## src/rtl/pmr_pkg.sv

```systemverilog
// constants and types for the identification and fault event register bank
package pmr_pkg;

	localparam int PMR_GROUPS = 8;

	// ----------------------------------------------------------------
	// register offsets
	// ----------------------------------------------------------------
	localparam logic [7:0] PMR_ADDR_IDENT     = 8'h00;
	localparam logic [7:0] PMR_ADDR_REV       = 8'h01;
	localparam logic [7:0] PMR_ADDR_CFG_HIGH  = 8'h02;
	localparam logic [7:0] PMR_ADDR_CFG_LOW   = 8'h03;
	localparam logic [7:0] PMR_ADDR_SYS_FLAG  = 8'h04;
	localparam logic [7:0] PMR_ADDR_SYS_MASK  = 8'h05;
	localparam logic [7:0] PMR_ADDR_SYS_LIVE  = 8'h06;
	localparam logic [7:0] PMR_ADDR_THM_FLAG  = 8'h07;
	localparam logic [7:0] PMR_ADDR_THM_MASK  = 8'h08;
	localparam logic [7:0] PMR_ADDR_THM_LIVE  = 8'h09;
	localparam logic [7:0] PMR_ADDR_BMD_FLAG  = 8'h0A;
	localparam logic [7:0] PMR_ADDR_BMD_MASK  = 8'h0B;
	localparam logic [7:0] PMR_ADDR_BIL_FLAG  = 8'h12;
	localparam logic [7:0] PMR_ADDR_BIL_MASK  = 8'h13;
	localparam logic [7:0] PMR_ADDR_BIL_LIVE  = 8'h14;
	localparam logic [7:0] PMR_ADDR_LIL_FLAG  = 8'h15;
	localparam logic [7:0] PMR_ADDR_LIL_MASK  = 8'h16;
	localparam logic [7:0] PMR_ADDR_LIL_LIVE  = 8'h17;
	localparam logic [7:0] PMR_ADDR_BUV_FLAG  = 8'h18;
	localparam logic [7:0] PMR_ADDR_BUV_MASK  = 8'h19;
	localparam logic [7:0] PMR_ADDR_BUV_LIVE  = 8'h1A;
	localparam logic [7:0] PMR_ADDR_BOV_FLAG  = 8'h1B;
	localparam logic [7:0] PMR_ADDR_BOV_MASK  = 8'h1C;
	localparam logic [7:0] PMR_ADDR_BOV_LIVE  = 8'h1D;
	localparam logic [7:0] PMR_ADDR_LUV_FLAG  = 8'h1E;
	localparam logic [7:0] PMR_ADDR_LUV_MASK  = 8'h1F;
	localparam logic [7:0] PMR_ADDR_LUV_LIVE  = 8'h20;

	// ----------------------------------------------------------------
	// implemented bits per event group (unused read zero)
	// ----------------------------------------------------------------
	localparam logic [7:0] PMR_USE_SYS_FLAG = 8'hFF;
	localparam logic [7:0] PMR_USE_SYS_LIVE = 8'h07;
	localparam logic [7:0] PMR_USE_THM      = 8'hFF;
	localparam logic [7:0] PMR_USE_BUCK     = 8'h7F;
	localparam logic [7:0] PMR_USE_LDO      = 8'h0F;
	localparam logic [7:0] PMR_USE_NONE     = 8'h00;

	// watchdog event flag position in the thermal group
	localparam int         PMR_WDOG_BIT     = 7;
	// reset values of masks: all sources masked
	localparam logic [7:0] PMR_MASK_RESET   = 8'hFF;
	localparam logic [7:0] PMR_ZERO_BYTE    = 8'h00;

	// identity values, arbitrary
	localparam logic [3:0] PMR_FAMILY_CODE  = 4'hA;
	localparam logic [3:0] PMR_PART_CODE    = 4'h5;
	localparam logic [7:0] PMR_REVISION     = 8'h11;
	localparam logic [2:0] PMR_CFG_REV      = 3'h1;

	typedef logic [2:0] pmr_grp_t;

	// ----------------------------------------------------------------
	// grouped signals
	// ----------------------------------------------------------------
	typedef struct packed {
		logic       wr;
		logic       rd;
		logic [7:0] addr;
		logic [7:0] wdata;
	} pmr_req_s;

	typedef struct packed {
		logic        uv_detect;
		logic        off_entry;
		logic        backup_lost;
		logic        trial_mode;
		logic        system_on;
		logic        otp_load;
	} pmr_ctl_s;

endpackage : pmr_pkg

```

## src/rtl/pmr_regs.sv

```systemverilog
// register bank: identification, program number and event groups
`timescale 1ns/1ps
`default_nettype none
module pmr_regs (
	// clock and reset
	input  wire logic               clk_sys,
	input  wire logic               reset_n,
	// register port from the serial slave
	input  wire pmr_pkg::pmr_req_s  req,
	output logic              [7:0] rdata,
	// device state and reset classes
	input  wire pmr_pkg::pmr_ctl_s  ctl,
	input  wire logic        [11:0] otp_program_number,
	input  wire logic         [7:0] otp_trial_default,
	// event sources, one byte per group
	input  wire logic         [7:0] ev_sys,
	input  wire logic         [7:0] ev_thm,
	input  wire logic         [7:0] ev_bmd,
	input  wire logic         [7:0] ev_bil,
	input  wire logic         [7:0] ev_lil,
	input  wire logic         [7:0] ev_buv,
	input  wire logic         [7:0] ev_bov,
	input  wire logic         [7:0] ev_luv,
	input  wire logic               soft_wdog_done,
	// live sense levels
	input  wire logic         [7:0] live_sys,
	input  wire logic         [7:0] live_thm,
	input  wire logic         [7:0] live_bil,
	input  wire logic         [7:0] live_lil,
	input  wire logic         [7:0] live_buv,
	input  wire logic         [7:0] live_bov,
	input  wire logic         [7:0] live_luv,
	// outputs
	output logic              [7:0] trial_setting,
	output logic                    interrupt_out_n
);

	localparam int G = pmr_pkg::PMR_GROUPS;

	// ----------------------------------------------------------------
	// group tables
	// ----------------------------------------------------------------
	localparam logic [7:0] FLAG_ADDR [G] = '{
		pmr_pkg::PMR_ADDR_SYS_FLAG, pmr_pkg::PMR_ADDR_THM_FLAG,
		pmr_pkg::PMR_ADDR_BMD_FLAG, pmr_pkg::PMR_ADDR_BIL_FLAG,
		pmr_pkg::PMR_ADDR_LIL_FLAG, pmr_pkg::PMR_ADDR_BUV_FLAG,
		pmr_pkg::PMR_ADDR_BOV_FLAG, pmr_pkg::PMR_ADDR_LUV_FLAG};
	localparam logic [7:0] MASK_ADDR [G] = '{
		pmr_pkg::PMR_ADDR_SYS_MASK, pmr_pkg::PMR_ADDR_THM_MASK,
		pmr_pkg::PMR_ADDR_BMD_MASK, pmr_pkg::PMR_ADDR_BIL_MASK,
		pmr_pkg::PMR_ADDR_LIL_MASK, pmr_pkg::PMR_ADDR_BUV_MASK,
		pmr_pkg::PMR_ADDR_BOV_MASK, pmr_pkg::PMR_ADDR_LUV_MASK};
	localparam logic [7:0] USED [G] = '{
		pmr_pkg::PMR_USE_SYS_FLAG, pmr_pkg::PMR_USE_THM,
		pmr_pkg::PMR_USE_BUCK, pmr_pkg::PMR_USE_BUCK,
		pmr_pkg::PMR_USE_LDO, pmr_pkg::PMR_USE_BUCK,
		pmr_pkg::PMR_USE_BUCK, pmr_pkg::PMR_USE_LDO};

	logic [7:0] ev_vec   [G];
	logic [7:0] flag_vec [G];
	logic [7:0] mask_vec [G];
	logic [G-1:0] pend_vec;
	logic       group_clear;
	logic       wr_ok;
	logic [7:0] thm_events;

	// ----------------------------------------------------------------
	// reset classes and write permission
	// ----------------------------------------------------------------
	// event registers clear on undervoltage or off entry
	assign group_clear = ctl.uv_detect | ctl.off_entry;
	// host writes honoured only in powered-on states
	assign wr_ok = req.wr & ctl.system_on;

	// recovery completion latches the watchdog event flag
	always_comb begin
		thm_events = ev_thm;
		thm_events[pmr_pkg::PMR_WDOG_BIT] = ev_thm[pmr_pkg::PMR_WDOG_BIT]
			| soft_wdog_done;
	end

	assign ev_vec[0] = ev_sys;
	assign ev_vec[1] = thm_events;
	assign ev_vec[2] = ev_bmd;
	assign ev_vec[3] = ev_bil;
	assign ev_vec[4] = ev_lil;
	assign ev_vec[5] = ev_buv;
	assign ev_vec[6] = ev_bov;
	assign ev_vec[7] = ev_luv;

	// ----------------------------------------------------------------
	// event groups
	// ----------------------------------------------------------------
	for (genvar g = 0; g < G; g++) begin : gen_grp
		pmr_event_group #(
			.USED (USED[g])
		) u_grp (
			.clk_sys   (clk_sys),
			.reset_n   (reset_n),
			.clear_all (group_clear),
			.event_in  (ev_vec[g]),
			.flag_wr   (wr_ok && req.addr == FLAG_ADDR[g]),
			.mask_wr   (wr_ok && req.addr == MASK_ADDR[g]),
			.wdata     (req.wdata),
			.flag_reg  (flag_vec[g]),
			.mask_reg  (mask_vec[g]),
			.pending   (pend_vec[g])
		);
	end

	// ----------------------------------------------------------------
	// interrupt output, registered, active low
	// ----------------------------------------------------------------
	always_ff @(posedge clk_sys or negedge reset_n) begin
		if (!reset_n) begin
			interrupt_out_n <= 1'b1;
		end else begin
			interrupt_out_n <= ~(|pend_vec);
		end
	end

	// ----------------------------------------------------------------
	// mirror of programmed defaults
	// ----------------------------------------------------------------
	logic [11:0] prog_num_reg;

	always_ff @(posedge clk_sys or negedge reset_n) begin
		if (!reset_n) begin
			prog_num_reg <= 12'h000;
		end else if (ctl.otp_load) begin
			prog_num_reg <= otp_program_number;
		end
	end

	// ----------------------------------------------------------------
	// trial-programmable setting, lost with backup supply
	// ----------------------------------------------------------------
	always_ff @(posedge clk_sys or negedge reset_n) begin
		if (!reset_n) begin
			trial_setting <= pmr_pkg::PMR_ZERO_BYTE;
		end else if (ctl.backup_lost) begin
			trial_setting <= pmr_pkg::PMR_ZERO_BYTE;
		end else if (ctl.otp_load) begin
			trial_setting <= otp_trial_default;
		end else if (wr_ok && ctl.trial_mode
			&& req.addr == pmr_pkg::PMR_ADDR_REV) begin
			trial_setting <= req.wdata;
		end
	end

	// ----------------------------------------------------------------
	// read mux
	// ----------------------------------------------------------------
	logic [7:0] rd_next;

	always_comb begin
		rd_next = pmr_pkg::PMR_ZERO_BYTE;
		case (req.addr)
			pmr_pkg::PMR_ADDR_IDENT:
				rd_next = {pmr_pkg::PMR_FAMILY_CODE,
					pmr_pkg::PMR_PART_CODE};
			pmr_pkg::PMR_ADDR_REV:     rd_next = pmr_pkg::PMR_REVISION;
			pmr_pkg::PMR_ADDR_CFG_HIGH:
				rd_next = {prog_num_reg[11:8], 1'b0,
					pmr_pkg::PMR_CFG_REV};
			pmr_pkg::PMR_ADDR_CFG_LOW: rd_next = prog_num_reg[7:0];
			pmr_pkg::PMR_ADDR_SYS_FLAG: rd_next = flag_vec[0];
			pmr_pkg::PMR_ADDR_SYS_MASK: rd_next = mask_vec[0];
			pmr_pkg::PMR_ADDR_SYS_LIVE:
				rd_next = live_sys & pmr_pkg::PMR_USE_SYS_LIVE;
			pmr_pkg::PMR_ADDR_THM_FLAG: rd_next = flag_vec[1];
			pmr_pkg::PMR_ADDR_THM_MASK: rd_next = mask_vec[1];
			pmr_pkg::PMR_ADDR_THM_LIVE: rd_next = live_thm;
			pmr_pkg::PMR_ADDR_BMD_FLAG: rd_next = flag_vec[2];
			pmr_pkg::PMR_ADDR_BMD_MASK: rd_next = mask_vec[2];
			pmr_pkg::PMR_ADDR_BIL_FLAG: rd_next = flag_vec[3];
			pmr_pkg::PMR_ADDR_BIL_MASK: rd_next = mask_vec[3];
			pmr_pkg::PMR_ADDR_BIL_LIVE:
				rd_next = live_bil & pmr_pkg::PMR_USE_BUCK;
			pmr_pkg::PMR_ADDR_LIL_FLAG: rd_next = flag_vec[4];
			pmr_pkg::PMR_ADDR_LIL_MASK: rd_next = mask_vec[4];
			pmr_pkg::PMR_ADDR_LIL_LIVE:
				rd_next = live_lil & pmr_pkg::PMR_USE_LDO;
			pmr_pkg::PMR_ADDR_BUV_FLAG: rd_next = flag_vec[5];
			pmr_pkg::PMR_ADDR_BUV_MASK: rd_next = mask_vec[5];
			pmr_pkg::PMR_ADDR_BUV_LIVE:
				rd_next = live_buv & pmr_pkg::PMR_USE_BUCK;
			pmr_pkg::PMR_ADDR_BOV_FLAG: rd_next = flag_vec[6];
			pmr_pkg::PMR_ADDR_BOV_MASK: rd_next = mask_vec[6];
			pmr_pkg::PMR_ADDR_BOV_LIVE:
				rd_next = live_bov & pmr_pkg::PMR_USE_BUCK;
			pmr_pkg::PMR_ADDR_LUV_FLAG: rd_next = flag_vec[7];
			pmr_pkg::PMR_ADDR_LUV_MASK: rd_next = mask_vec[7];
			pmr_pkg::PMR_ADDR_LUV_LIVE:
				rd_next = live_luv & pmr_pkg::PMR_USE_LDO;
			default: rd_next = pmr_pkg::PMR_ZERO_BYTE;
		endcase
	end

	always_ff @(posedge clk_sys or negedge reset_n) begin
		if (!reset_n) begin
			rdata <= pmr_pkg::PMR_ZERO_BYTE;
		end else if (req.rd) begin
			rdata <= rd_next;
		end
	end

endmodule : pmr_regs
`default_nettype wire

```

## src/rtl/pmr_event_group.sv

```systemverilog
// one latched event group: flag and mask bytes
`timescale 1ns/1ps
`default_nettype none
module pmr_event_group #(
	parameter logic [7:0] USED = 8'hFF
) (
	// clock and reset
	input  wire logic       clk_sys,
	input  wire logic       reset_n,
	// group reset from reset classes
	input  wire logic       clear_all,
	// event sources
	input  wire logic [7:0] event_in,
	// register writes
	input  wire logic       flag_wr,
	input  wire logic       mask_wr,
	input  wire logic [7:0] wdata,
	// state
	output logic      [7:0] flag_reg,
	output logic      [7:0] mask_reg,
	output logic            pending
);

	// ----------------------------------------------------------------
	// latched flags, set beats write-one clear, group clear beats set
	// ----------------------------------------------------------------
	always_ff @(posedge clk_sys or negedge reset_n) begin
		if (!reset_n) begin
			flag_reg <= pmr_pkg::PMR_ZERO_BYTE;
		end else if (clear_all) begin
			flag_reg <= pmr_pkg::PMR_ZERO_BYTE;
		end else begin
			flag_reg <= ((flag_reg & ~(flag_wr ? wdata : 8'h00))
				| event_in) & USED;
		end
	end

	// ----------------------------------------------------------------
	// mask
	// ----------------------------------------------------------------
	always_ff @(posedge clk_sys or negedge reset_n) begin
		if (!reset_n) begin
			mask_reg <= pmr_pkg::PMR_MASK_RESET & USED;
		end else if (clear_all) begin
			mask_reg <= pmr_pkg::PMR_MASK_RESET & USED;
		end else if (mask_wr) begin
			mask_reg <= wdata & USED;
		end
	end

	assign pending = |(flag_reg & ~mask_reg);

endmodule : pmr_event_group
`default_nettype wire

```

## config.mk

```make
export PLATFORM = sky130hd
export DESIGN_NAME = pmr_regs
export DESIGN_NICKNAME = d
export VERILOG_FILES = /design/src/rtl/pmr_pkg.sv /design/src/rtl/pmr_regs.sv /design/src/rtl/pmr_event_group.sv
export SDC_FILE = /design/constraint.sdc
export NUM_CORES = 1
export LEC_CHECK = 0
export BUFFER_PORTS_ARGS = -buffer_cell sky130_fd_sc_hd__buf_2
export CORE_UTILIZATION = 55
export DETAILED_ROUTE_END_ITERATION = 16
export GPL_TIMING_DRIVEN = 0
export PLACE_DENSITY = 0.81
export SLEW_MARGIN = 20
export SYNTH_ARGS = -nofsm -noshare
export SYNTH_HDL_FRONTEND = slang
export SYNTH_SLANG_ARGS = --single-unit
```

## constraint.sdc

```tcl
create_clock -name clk_sys -period 1.8 [get_ports clk_sys]
set_clock_uncertainty 0.05 [all_clocks]
set_input_delay 0.36 -clock clk_sys [delete_from_list [all_inputs] [get_ports clk_sys]]
set_output_delay 0.36 -clock clk_sys [all_outputs]
set_load 0.01 [all_outputs]
```

# --- Word-level counts from Yosys, hierarchy flattened ---
# Cells that the tools add are included.
word_totals:
  regBits: 145
  in_bits: 167
classes:
  eq_ne: 26
  n_mux: 36
  bitwise_logic: 44
  reduce_logical: 29
op_table:
  columns: ["operator", "n"]
  rows:
  - ["one-hot mux 8 bit (27 select lines)", 1]
  - ["two-way mux 8 bit", 23]
  - ["== test 8 x 5 -> 1 bit, second input constant", 14]
  - ["inverter 8 bit", 10]
  - ["OR reduction 64 bit", 1]
  - ["two-way mux 7 bit", 8]
  - ["bitwise AND 7 x 8 -> 8 bit", 4]
  - ["bitwise AND 8 bit", 4]
  - ["== test 8 x 3 -> 1 bit, second input constant", 4]
  - ["== test 8 x 4 -> 1 bit, second input constant", 4]
  - ["bitwise AND 7 bit", 4]
  - ["inverter 7 bit", 4]
  - ["bitwise OR 7 bit", 4]
  - ["logical AND 1 bit", 18]
  - ["bitwise AND 4 x 8 -> 8 bit", 2]
  - ["== test 8 x 2 -> 1 bit, second input constant", 2]
  - ["two-way mux 4 bit", 4]
  - ["bitwise OR 8 bit", 2]
  - ["nonzero test 2 bit", 8]
  - ["bitwise AND 4 bit", 2]
  - ["== test 8 x 1 -> 1 bit, second input constant", 1]
  - ["== test 8 x 6 -> 1 bit, second input constant", 1]
  - ["zero test 8 bit", 1]
  - ["inverter 4 bit", 2]
  - ["5 further kinds", 7]

# --- Logic depth before layout (Yosys ltp) ---
# Gate-level depths: netlist of the first run.
logic_depth:
  word_depth: 7
  depth_mapped: 8
  ltp_nobuf: 5

# --- By module ---
# A second synthesis of the first run with hierarchy kept.
hier_totals:
  cells_unflattened: 911
  area_unflattened_um2: 8360.5
modules_own_cells:
  columns: ["module", "n_inst", "cells_each", "area_per_inst_um2", "seq_area_each_um2"]
  rows:
  - ["pmr_regs", 1, 423, 3455.8, 726.9]
  - ["pmr_event_group at gen_grp[2].u_grp ...", 4, 64, 654.4, 359.1]
  - ["pmr_event_group at gen_grp[0].u_grp ...", 2, 73, 714.4, 410.4]
  - ["pmr_event_group at gen_grp[4].u_grp ...", 2, 43, 429.2, 205.2]

# --- Worst setup path before layout of the first run ---
# Ideal clock, no wire load.
synth_path:
  path_type: "in2reg"
  from: "input req[15] (netlist bit)"
  to: "register rdata[4]"
  setup_ns: 0.096
  arrival_time_ns: 1.966
  required_ns: 1.654
  path_slack_ns: -0.312
  stages: 7
  n_path_buf: 2
  path_cell_list: "buf_6 or4b_1 buf_4 nor3_4 a22oi_1 a311o_1 a311oi_2"
synth_via:
  elab_chain_len: 2
synth_lines:
  columns: ["element", "line_no", "source"]
  rows:
  - ["start: declaration", "pmr_regs.sv:9", "input wire pmr_pkg::pmr_req_s req,"]
  - ["== test 8 x 6 -> 1 bit (tied with other cells)", "pmr_regs.sv:158", "case (req.addr)"]
  - ["one-hot mux 8 bit (27 select lines) *", "pmr_regs.sv:158", null]
  - ["end signal: assignment", "pmr_regs.sv:202", "rdata <= pmr_pkg::PMR_ZERO_BYTE;"]
  - ["end signal: assignment", "pmr_regs.sv:204", "rdata <= rd_next;"]
  - ["end: declaration", "pmr_regs.sv:10", "output logic [7:0] rdata,"]
# Mark *: on every way between the ends. The rest lies on a longest branch, timed or not.
# A chain may end at the register's enable or synchronous reset.

# --- Worst setup path in the final report of the first run ---
layout_path:
  from: "input req[14] (netlist bit)"
  to: "register rdata[4]"
# Same word-level chain as after synthesis.

==> results of run 1 <==
[layout make-up]
type | count | area (µm²) | area share (%)
Multi-Input combinational cell | 645 | 4190 | 41.4
Sequential cell | 133 | 3390 | 33.5
Timing Repair Buffer | 188 | 1180 | 11.6
Clock buffer | 19 | 443 | 4.37
Buffer | 56 | 345 | 3.41
Tap cell | 176 | 220 | 2.17
Inverter | 58 | 219 | 2.16
Clock inverter | 13 | 138 | 1.36
[cells in the mapped netlist, types with 3 or more instances]
master | instances | area [µm²]
sky130_fd_sc_hd__mux2_2 | 21 | 236
sky130_fd_sc_hd__a221o_1 | 3 | 30.0
sky130_fd_sc_hd__nor2b_1 | 8 | 50.1
sky130_fd_sc_hd__a32oi_1 | 5 | 43.8
sky130_fd_sc_hd__dfstp_2 | 53 | 1390
sky130_fd_sc_hd__a32o_1 | 3 | 30.0
sky130_fd_sc_hd__inv_1 | 57 | 214
sky130_fd_sc_hd__nand4_1 | 13 | 81.3
sky130_fd_sc_hd__a22oi_1 | 14 | 105
sky130_fd_sc_hd__o22ai_1 | 29 | 181
sky130_fd_sc_hd__a21oi_1 | 65 | 325
sky130_fd_sc_hd__nand3_1 | 55 | 275
sky130_fd_sc_hd__a21boi_0 | 3 | 22.5
sky130_fd_sc_hd__nor4_1 | 8 | 50.1
sky130_fd_sc_hd__buf_2 | 12 | 60.1
sky130_fd_sc_hd__a311oi_1 | 6 | 52.6
sky130_fd_sc_hd__a221oi_1 | 8 | 70.1
sky130_fd_sc_hd__nor3_1 | 9 | 45.0
sky130_fd_sc_hd__nor3_2 | 3 | 30.0
sky130_fd_sc_hd__clkbuf_1 | 39 | 146
sky130_fd_sc_hd__mux2i_1 | 18 | 180
sky130_fd_sc_hd__and2_1 | 3 | 18.8
sky130_fd_sc_hd__nor2_1 | 81 | 304
sky130_fd_sc_hd__o31ai_1 | 15 | 113
sky130_fd_sc_hd__o32ai_1 | 4 | 35.0
sky130_fd_sc_hd__nand2_1 | 167 | 627
sky130_fd_sc_hd__mux4_2 | 3 | 67.6
sky130_fd_sc_hd__nand3b_1 | 6 | 45.0
sky130_fd_sc_hd__a211oi_1 | 4 | 30.0
sky130_fd_sc_hd__o21ai_0 | 10 | 50.1
sky130_fd_sc_hd__nor3b_1 | 3 | 22.5
sky130_fd_sc_hd__buf_1 | 7 | 26.3
sky130_fd_sc_hd__nor4_2 | 3 | 37.5
sky130_fd_sc_hd__o21a_1 | 8 | 60.1
sky130_fd_sc_hd__dfrtp_1 | 80 | 2000
sky130_fd_sc_hd__a31oi_1 | 9 | 56.3
sky130_fd_sc_hd__nand2b_1 | 6 | 37.5
sky130_fd_sc_hd__buf_4 | 3 | 22.5
sky130_fd_sc_hd__o211ai_1 | 10 | 75.1
[worst max-delay path, stage by stage]
cell,delay [ns]
sky130_fd_sc_hd__buf_6,0.12
sky130_fd_sc_hd__or4b_4,0.62
sky130_fd_sc_hd__nor3_4,0.35
sky130_fd_sc_hd__nand2_1,0.11
sky130_fd_sc_hd__a311o_1,0.38
sky130_fd_sc_hd__a311oi_2,0.27
[logic make-up (layout without fill, tap and decap cells)]
family	count (synthesis)	in the layout	share of synthesized area (%)
flops	133	133	44.2
mux	42	42	6.30
simple gates	386	386	23.9
buf+inv	120	334	6.30
compound gates	217	217	19.4
[metrics by stage]
step                      area [µm²]  setup slack [ns]  utilization [%]  TNS [ns]  total power [W]
after detailed placement        8760             -1.22             65.1    -87.47          0.00427
after floorplan                 7750            -0.281                -     -6.33          0.00372
final                          10100            -0.121             75.3    -0.330          0.00794
after global placement          8720             -1.38             64.8   -231.13          0.00425
after global routing           10100            -0.141             75.3    -0.429          0.00806
after CTS                       9870            -0.125             73.4    -0.442          0.00779
[power groups by stage]
stage / Sequential, W / Combinational, W / Clock [W]
after floorplan: 0.00322 / 0.000504 / 0
after global placement: 0.00325 / 0.000998 / 0
after detailed placement: 0.00325 / 0.00102 / 0
after CTS: 0.00320 / 0.00111 / 0.00348
after global routing: 0.00322 / 0.00124 / 0.00360
final: 0.00322 / 0.00119 / 0.00353
[how the worst max path moves through the flow]
stage | start | to | slack [ns] | depth (start not counted)
final | req[14] | rdata[4]$_DFFE_PN0P_ | -0.12 | 6
after floorplan | req[15] | rdata[4]$_DFFE_PN0P_ | -0.28 | 7
after global routing | req[12] | rdata[4]$_DFFE_PN0P_ | -0.14 | 7
after global placement | reset_n | gen_grp[3].u_grp.flag_reg[1]$_DFF_PN0_ | -1.38 | 1
after CTS | req[12] | rdata[5]$_DFFE_PN0P_ | -0.13 | 10
after detailed placement | req[13] | gen_grp[1].u_grp.mask_reg[5]$_DFFE_PN1P_ | -1.22 | 7
[per-layer routing]
metal  up-vias  GRT usage [%]  wire length, µm
met5         -              0                0
li1       3614              -                -
met1      4239           67.4            13200
met2       927           76.4            15500
met3       201           17.0             5630
met4         0           33.0             2710
[what timing repair did]
| item | CTS | global route |
|---|---|---|
| cloned | 0 | 1 |
| endpoints found under the setup margin | 112 | 101 |
| endpoints found under the hold margin | 53 | 0 |
| hold buffers | 1 | 0 |
| resized for setup | 83 | 65 |
| setup buffers | 27 | 10 |
| pin swaps | 43 | 22 |
==> insert_results.sql, run 1 <==
INSERT INTO impl_metrics (metric_group, metric, value, unit) VALUES
('clock_network', 'cts_root_buf', 'sky130_fd_sc_hd__clkbuf_16', ''),
('routing', 'drt_wl_total', '37100', 'µm'),
('routing', 'detail-route-antenna-nets', '0', ''),
('critical_path', 'worst_path_max_fanout', '7', ''),
('grt', 'largest_net_degree_at_the_start_of_global_routing', '78', ''),
('min_path', 'worst_hold_startpoint', 'ev_buv[5]', ''),
('sta', 'relSlewSlack', '38.0', '%'),
('layout', 'final_nets', '1266', ''),
('layout', 'layout-area-overhead-vs-synth', '31.8', '%'),
('critical_path', 'end_kind', 'flop', ''),
('clock_network', 'cts_max_path_buffers', '2', ''),
('job', 'max_cap_viol_count', '0', ''),
('critical_path', 'worst_path_required', '2.10', 'ns'),
('sta', 'final.hold.worst_slack', '0.0730', 'ns'),
('sta', 'rsz_0062_raised_after_global_routing', 'yes', ''),
('synthesis', 'synthFlopType', 'sky130_fd_sc_hd__dfrtp_1', ''),
('clock_network', 'numCtsBuffers', '17', ''),
('sta', 'worst_pin_slew', '0.929', 'ns'),
('sta', 'fmaxAchievable', '0.520', 'GHz'),
('grt', 'grt_antenna_before_repair', '1', ''),
('place', 'post-place-cells', '1224', ''),
('floorplanning', 'floorplan.die.width', '120', 'µm'),
('layout', 'fraction_of_final_layout_cells_with_drive_strength_greater_than_1', '36.6', '%'),
('synthesis', 'synth_seq_area_share', '44.2', '%'),
('power', 'power_frac_clock', '44.4', '%'),
('power', 'netSwitchingFraction', '30.4', '%'),
('routing', 'detailedRoute.firstIterationViolations', '1626', ''),
('critical_path', 'critical_setup_path_kind', 'input pin to flop', ''),
('critical_path', 'worst-endpoint-arrival', '2.22', 'ns'),
('synthesis', 'postSynthRegisterBits', '133', ''),
('synthesis', 'ys_async_sr_fraction', '100', '%'),
('power', 'net-switching-power', '0.00241', 'W'),
('power', 'power.density', '784', 'nW/µm²'),
('grt', 'vias_in_the_first_global_route', '8745', ''),
('sta', 'hold_viol_final', '0', ''),
('layout', 'diodes', '0', ''),
('power', 'internal-power', '0.00553', 'W'),
('place', 'dpl.hpwl', '26400', 'µm'),
('routing', 'vias', '8981', ''),
('critical_path', 'reg2reg_from', 'gen_grp[6].u_grp.mask_reg[4]$_DFFE_PN1P_', ''),
('synthesis', 'synth_cell_types', '70', ''),
('min_path', 'worst_hold_depth', '3', ''),
('critical_path', 'crit_path_start_kind', 'input pin', ''),
('sta', 'drv_slew', '0', ''),
('min_path', 'hold_path_class', 'input pin to flop', ''),
('layout', 'layout.cells.most_common', 'sky130_fd_sc_hd__nand2_1', ''),
('sta', 'post-route-min-period', '1.92', 'ns'),
('outcome', 'status', 'finished, violations left', ''),
('clock_network', 'htreeDepth', '4', ''),
('outcome', 'failed_checks', 'setup timing', ''),
('sta', 'min_period_over_period', '107', '%'),
('power', 'power.static_leakage', '4.45', 'nW'),
('floorplanning', 'design.die.area', '14400', 'µm²'),
('sta', 'setup_viol_count_final', '5', ''),
('synthesis', 'avgSynthCellArea', '8.56', 'µm²'),
('critical_path', 'reg2reg_depth', '5', ''),
('synthesis', 'yosys_warnings', '0', ''),
('power', 'power.share.combinational', '15.1', '%'),
('clock_network', 'clock_sinks', '133', ''),
('layout', 'commonest_non_fill_non_tap_cells_in_the_layout', 'sky130_fd_sc_hd__nand2_1 (157), sky130_fd_sc_hd__buf_2 (149), sky130_fd_sc_hd__dfrtp_1 (80)', ''),
('layout', 'final_cells', '1288', ''),
('grt', 'grt_util_all_layers', '52.5', '%'),
('sta', 'final.setup.worst_slack', '-0.121', 'ns'),
('routing', 'drt_drc_violations_left', '0', ''),
('power', 'share_seq_of_total_power', '40.5', '%'),
('critical_path', 'rr_endpoint', 'rdata[4]$_DFFE_PN0P_', ''),
('place', 'port_buffers', '149', ''),
('synthesis', 'edff_count_synth', '0', ''),
('critical_path', 'worst-r2r-setup-slack', '0.03', 'ns'),
('floorplanning', 'ios', '184', ''),
('clock_network', 'path_clk_slew', '0.07', 'ns');
No activity file was read; power rests on OpenSTA's default activity.
==> inputs of run 2 (changes only) <==
- CORE_MARGIN: not set -> 4
==> insert_results.sql, run 2 (synthesized netlist as in run 1, its figures left out) <==
INSERT INTO impl_metrics (metric_group, metric, value, unit) VALUES
('outcome', 'status', 'finished, violations left', ''),
('outcome', 'failed_checks', 'setup timing', ''),
('power', 'vdd.ir_drop.worst', '0.745', 'mV'),
('sta', 'min_period_over_period', '107', '%'),
('clock_network', 'cts_root_buf', 'sky130_fd_sc_hd__clkbuf_16', ''),
('floorplanning', 'design.die.area', '15900', 'µm²'),
('place', 'routabilityCongestion', '1.08', ''),
('floorplanning', 'floorplan.die.width', '126', 'µm'),
('routing', 'drt_wl_total', '35900', 'µm'),
('layout', 'layout.cells.most_common', 'sky130_fd_sc_hd__nand2_1', ''),
('floorplanning', 'row_count', '42', ''),
('layout', 'commonest_non_fill_non_tap_cells_in_the_layout', 'sky130_fd_sc_hd__nand2_1 (158), sky130_fd_sc_hd__buf_2 (149), sky130_fd_sc_hd__dfrtp_1 (80)', ''),
('critical_path', 'worst_path_max_fanout', '5', ''),
('sta', 'final.hold.worst_slack', '0.0791', 'ns'),
('power', 'power.static_leakage', '4.39', 'nW'),
('layout', 'multiInputGateArea', '4090', 'µm²'),
('layout', 'nFillCells', '1009', ''),
('critical_path', 'timing.critical_path.slowest_cell_delay', '0.54', 'ns'),
('routing', 'detailedRoute.firstIterationViolations', '1644', ''),
('grt', 'global_route_wire_length_before_repair', '52600', 'µm'),
('clock_network', 'htreeDepth', '4', ''),
('layout', 'fraction_of_final_layout_cells_with_drive_strength_greater_than_1', '35.0', '%'),
('floorplanning', 'core_area', '13500', 'µm²'),
('layout', 'final_cells', '1284', ''),
('sta', 'final.setup.worst_slack', '-0.129', 'ns'),
('power', 'power.density', '778', 'nW/µm²'),
('sta', 'worst_pin_slew', '0.907', 'ns'),
('grt', 'grt_util_all_layers', '44.4', '%'),
('critical_path', 'crit_top_cell', 'sky130_fd_sc_hd__buf_12', ''),
('min_path', 'hold_path_class', 'input pin to flop', ''),
('critical_path', 'end_kind', 'flop', ''),
('clock_network', 'numCtsBuffers', '17', ''),
('place', 'post-place-cells', '1224', ''),
('critical_path', 'worst_setup_path_startpoint', 'req[14]', ''),
('sta', 'setup_viol_count_final', '4', ''),
('routing', 'detail_route.wl_per_cell', '28.0', 'µm'),
('floorplanning', 'ios', '184', ''),
('critical_path', 'crit_path_start_kind', 'input pin', ''),
('sta', 'relSlewSlack', '39.5', '%'),
('critical_path', 'rr_endpoint', 'interrupt_out_n$_DFF_PN1_', ''),
('grt', 'grt-ovfl-total', '0', ''),
('critical_path', 'reg2reg_from', 'gen_grp[1].u_grp.mask_reg[4]$_DFFE_PN1P_', ''),
('critical_path', 'critical_path.slowest_cell', 'sky130_fd_sc_hd__or4b_4', ''),
('critical_path', 'critPathTopFamily', 'simple AND/OR/NAND/NOR gates', ''),
('grt', 'grt_antenna_before_repair', '1', ''),
('power', 'total_power', '0.00774', 'W'),
('clock_network', 'path_clk_slew', '0.06', 'ns'),
('critical_path', 'crit_path_cell_trace', 'buf_12 -> or4b_4 -> buf_12 -> buf_4 -> nor2_4 -> nand2_1 -> a311o_1 -> a311oi_2', ''),
('critical_path', 'worst-endpoint-arrival', '2.23', 'ns'),
('place', 'port_buffers', '149', ''),
('routing', 'drt_drc_violations_left', '0', ''),
('routing', 'detail-route-antenna-nets', '0', ''),
('sta', 'drv_slew', '0', ''),
('clock_network', 'clock_sinks', '133', ''),
('job', 'max_cap_viol_count', '0', ''),
('floorplanning', 'vert_die_dim', '126', 'µm'),
('sta', 'hold_viol_final', '0', ''),
('floorplanning', 'initial_core_util', '57.1', '%'),
('sta', 'fmaxAchievable', '0.518', 'GHz'),
('critical_path', 'worst-r2r-setup-slack', '0.01', 'ns'),
('grt', 'largest_net_degree_at_the_start_of_global_routing', '79', ''),
('layout', 'regArea', '3390', 'µm²'),
('critical_path', 'worst_path_required', '2.10', 'ns'),
('routing', 'drt_pre_antenna_iters', '10', ''),
('sta', 'rsz_0062_raised_after_global_routing', 'yes', ''),
('routing', 'vias_per_cell', '6.89', ''),
('critical_path', 'reg2reg_depth', '4', ''),
('clock_network', 'cts_max_path_buffers', '2', ''),
('layout', 'layout-area-overhead-vs-synth', '29.4', '%'),
('critical_path', 'endpoint', 'rdata[4]$_DFFE_PN0P_', ''),
('routing', 'vias', '8847', ''),
('place', 'placedInstanceArea', '8760', 'µm²'),
('critical_path', 'critical_path_cell_count', '8', ''),
('layout', 'final_area', '9950', 'µm²'),
('sta', 'post-route-min-period', '1.93', 'ns'),
('clock_network', 'tritoncts', 'yes', ''),
('min_path', 'worst_hold_startpoint', 'ev_thm[0]', ''),
('critical_path', 'cp_num_buf_inv', '3', ''),
('critical_path', 'critical_setup_path_kind', 'input pin to flop', ''),
('layout', 'final_nets', '1261', ''),
('grt', 'vias_in_the_first_global_route', '8426', ''),
('clock_network', 'clk-insertion-delay-late', '0.45', 'ns'),
('place', 'dpl.hpwl', '26300', 'µm');
==> run 2: report_power, final <==
| group | total (W) | internal [W] | switching (W) |
|---|---|---|---|
| clock | 0.00338 | 0.00182 | 0.00157 |
| sequential | 0.00322 | 0.00310 | 0.000112 |
| combinational | 0.00114 | 0.000426 | 0.000714 |
==> run 2: stage by stage <==
stage	TNS [ns]	utilization, %	worst slack (ns)
2_1_floorplan	-6.33	-	-0.281
3_3_place_gp	-229.84	64.8	-1.38
3_5_place_dp	-86.20	65.1	-1.19
4_1_cts	-0.175	72.1	-0.117
5_1_grt	-0.685	73.9	-0.158
6_report	-0.305	73.9	-0.129
==> run 2: worst register-to-register path: cells and delay by family (launching register included) <==
family | cells | cell delay (ns)
AOI/OAI and AO/OA | 1 | 0.14
and+or+nand+nor | 3 | 0.90
DFF | 1 | 0.60
==> run 2: repair_timing <==
action | in CTS | in global routing
setup endpoints to repair | 110 | 64
cloned | 1 | 0
hold buffers | 1 | 0
endpoints found under the hold margin | 52 | 0
buffers inserted | 18 | 11
pin swaps | 13 | 20
gates resized for setup | 59 | 54
==> run 2: final cells by class <==
class	instances	area share (%)
inverters	58	2.21
clock inverters	15	1.35
multi-input cells	645	41.1
well taps	176	2.21
flip-flops and latches	133	34.1
clock buffers	17	4.28
plain buffers	58	3.47
diodes	1	0.0252
repair buffers	181	11.2
==> run 2: worst min-delay path by stage <==
stage,cells past startpoint,end,slack (ns)
2_1_floorplan,0,gen_grp[0].u_grp.flag_reg[0]$_DFF_PN0_,0.01
3_3_place_gp,2,trial_setting[6]$_DFFE_PN0P_,0.41
3_5_place_dp,1,gen_grp[6].u_grp.flag_reg[2]$_DFF_PN0_,0.26
4_1_cts,3,gen_grp[2].u_grp.flag_reg[5]$_DFF_PN0_,0.09
5_1_grt,3,gen_grp[3].u_grp.flag_reg[3]$_DFF_PN0_,0.09
6_report,3,gen_grp[1].u_grp.flag_reg[0]$_DFF_PN0_,0.08
==> run 2: routing by layer <==
| layer | GRT usage, % | vias up | wire length [µm] |
|---|---|---|---|
| met1 | 57.6 | 4154 | 12700 |
| met5 | 0 | - | 0 |
| met4 | 25.7 | 0 | 2590 |
| met3 | 17.8 | 224 | 5600 |
| met2 | 62.7 | 858 | 15000 |
| li1 | - | 3611 | - |
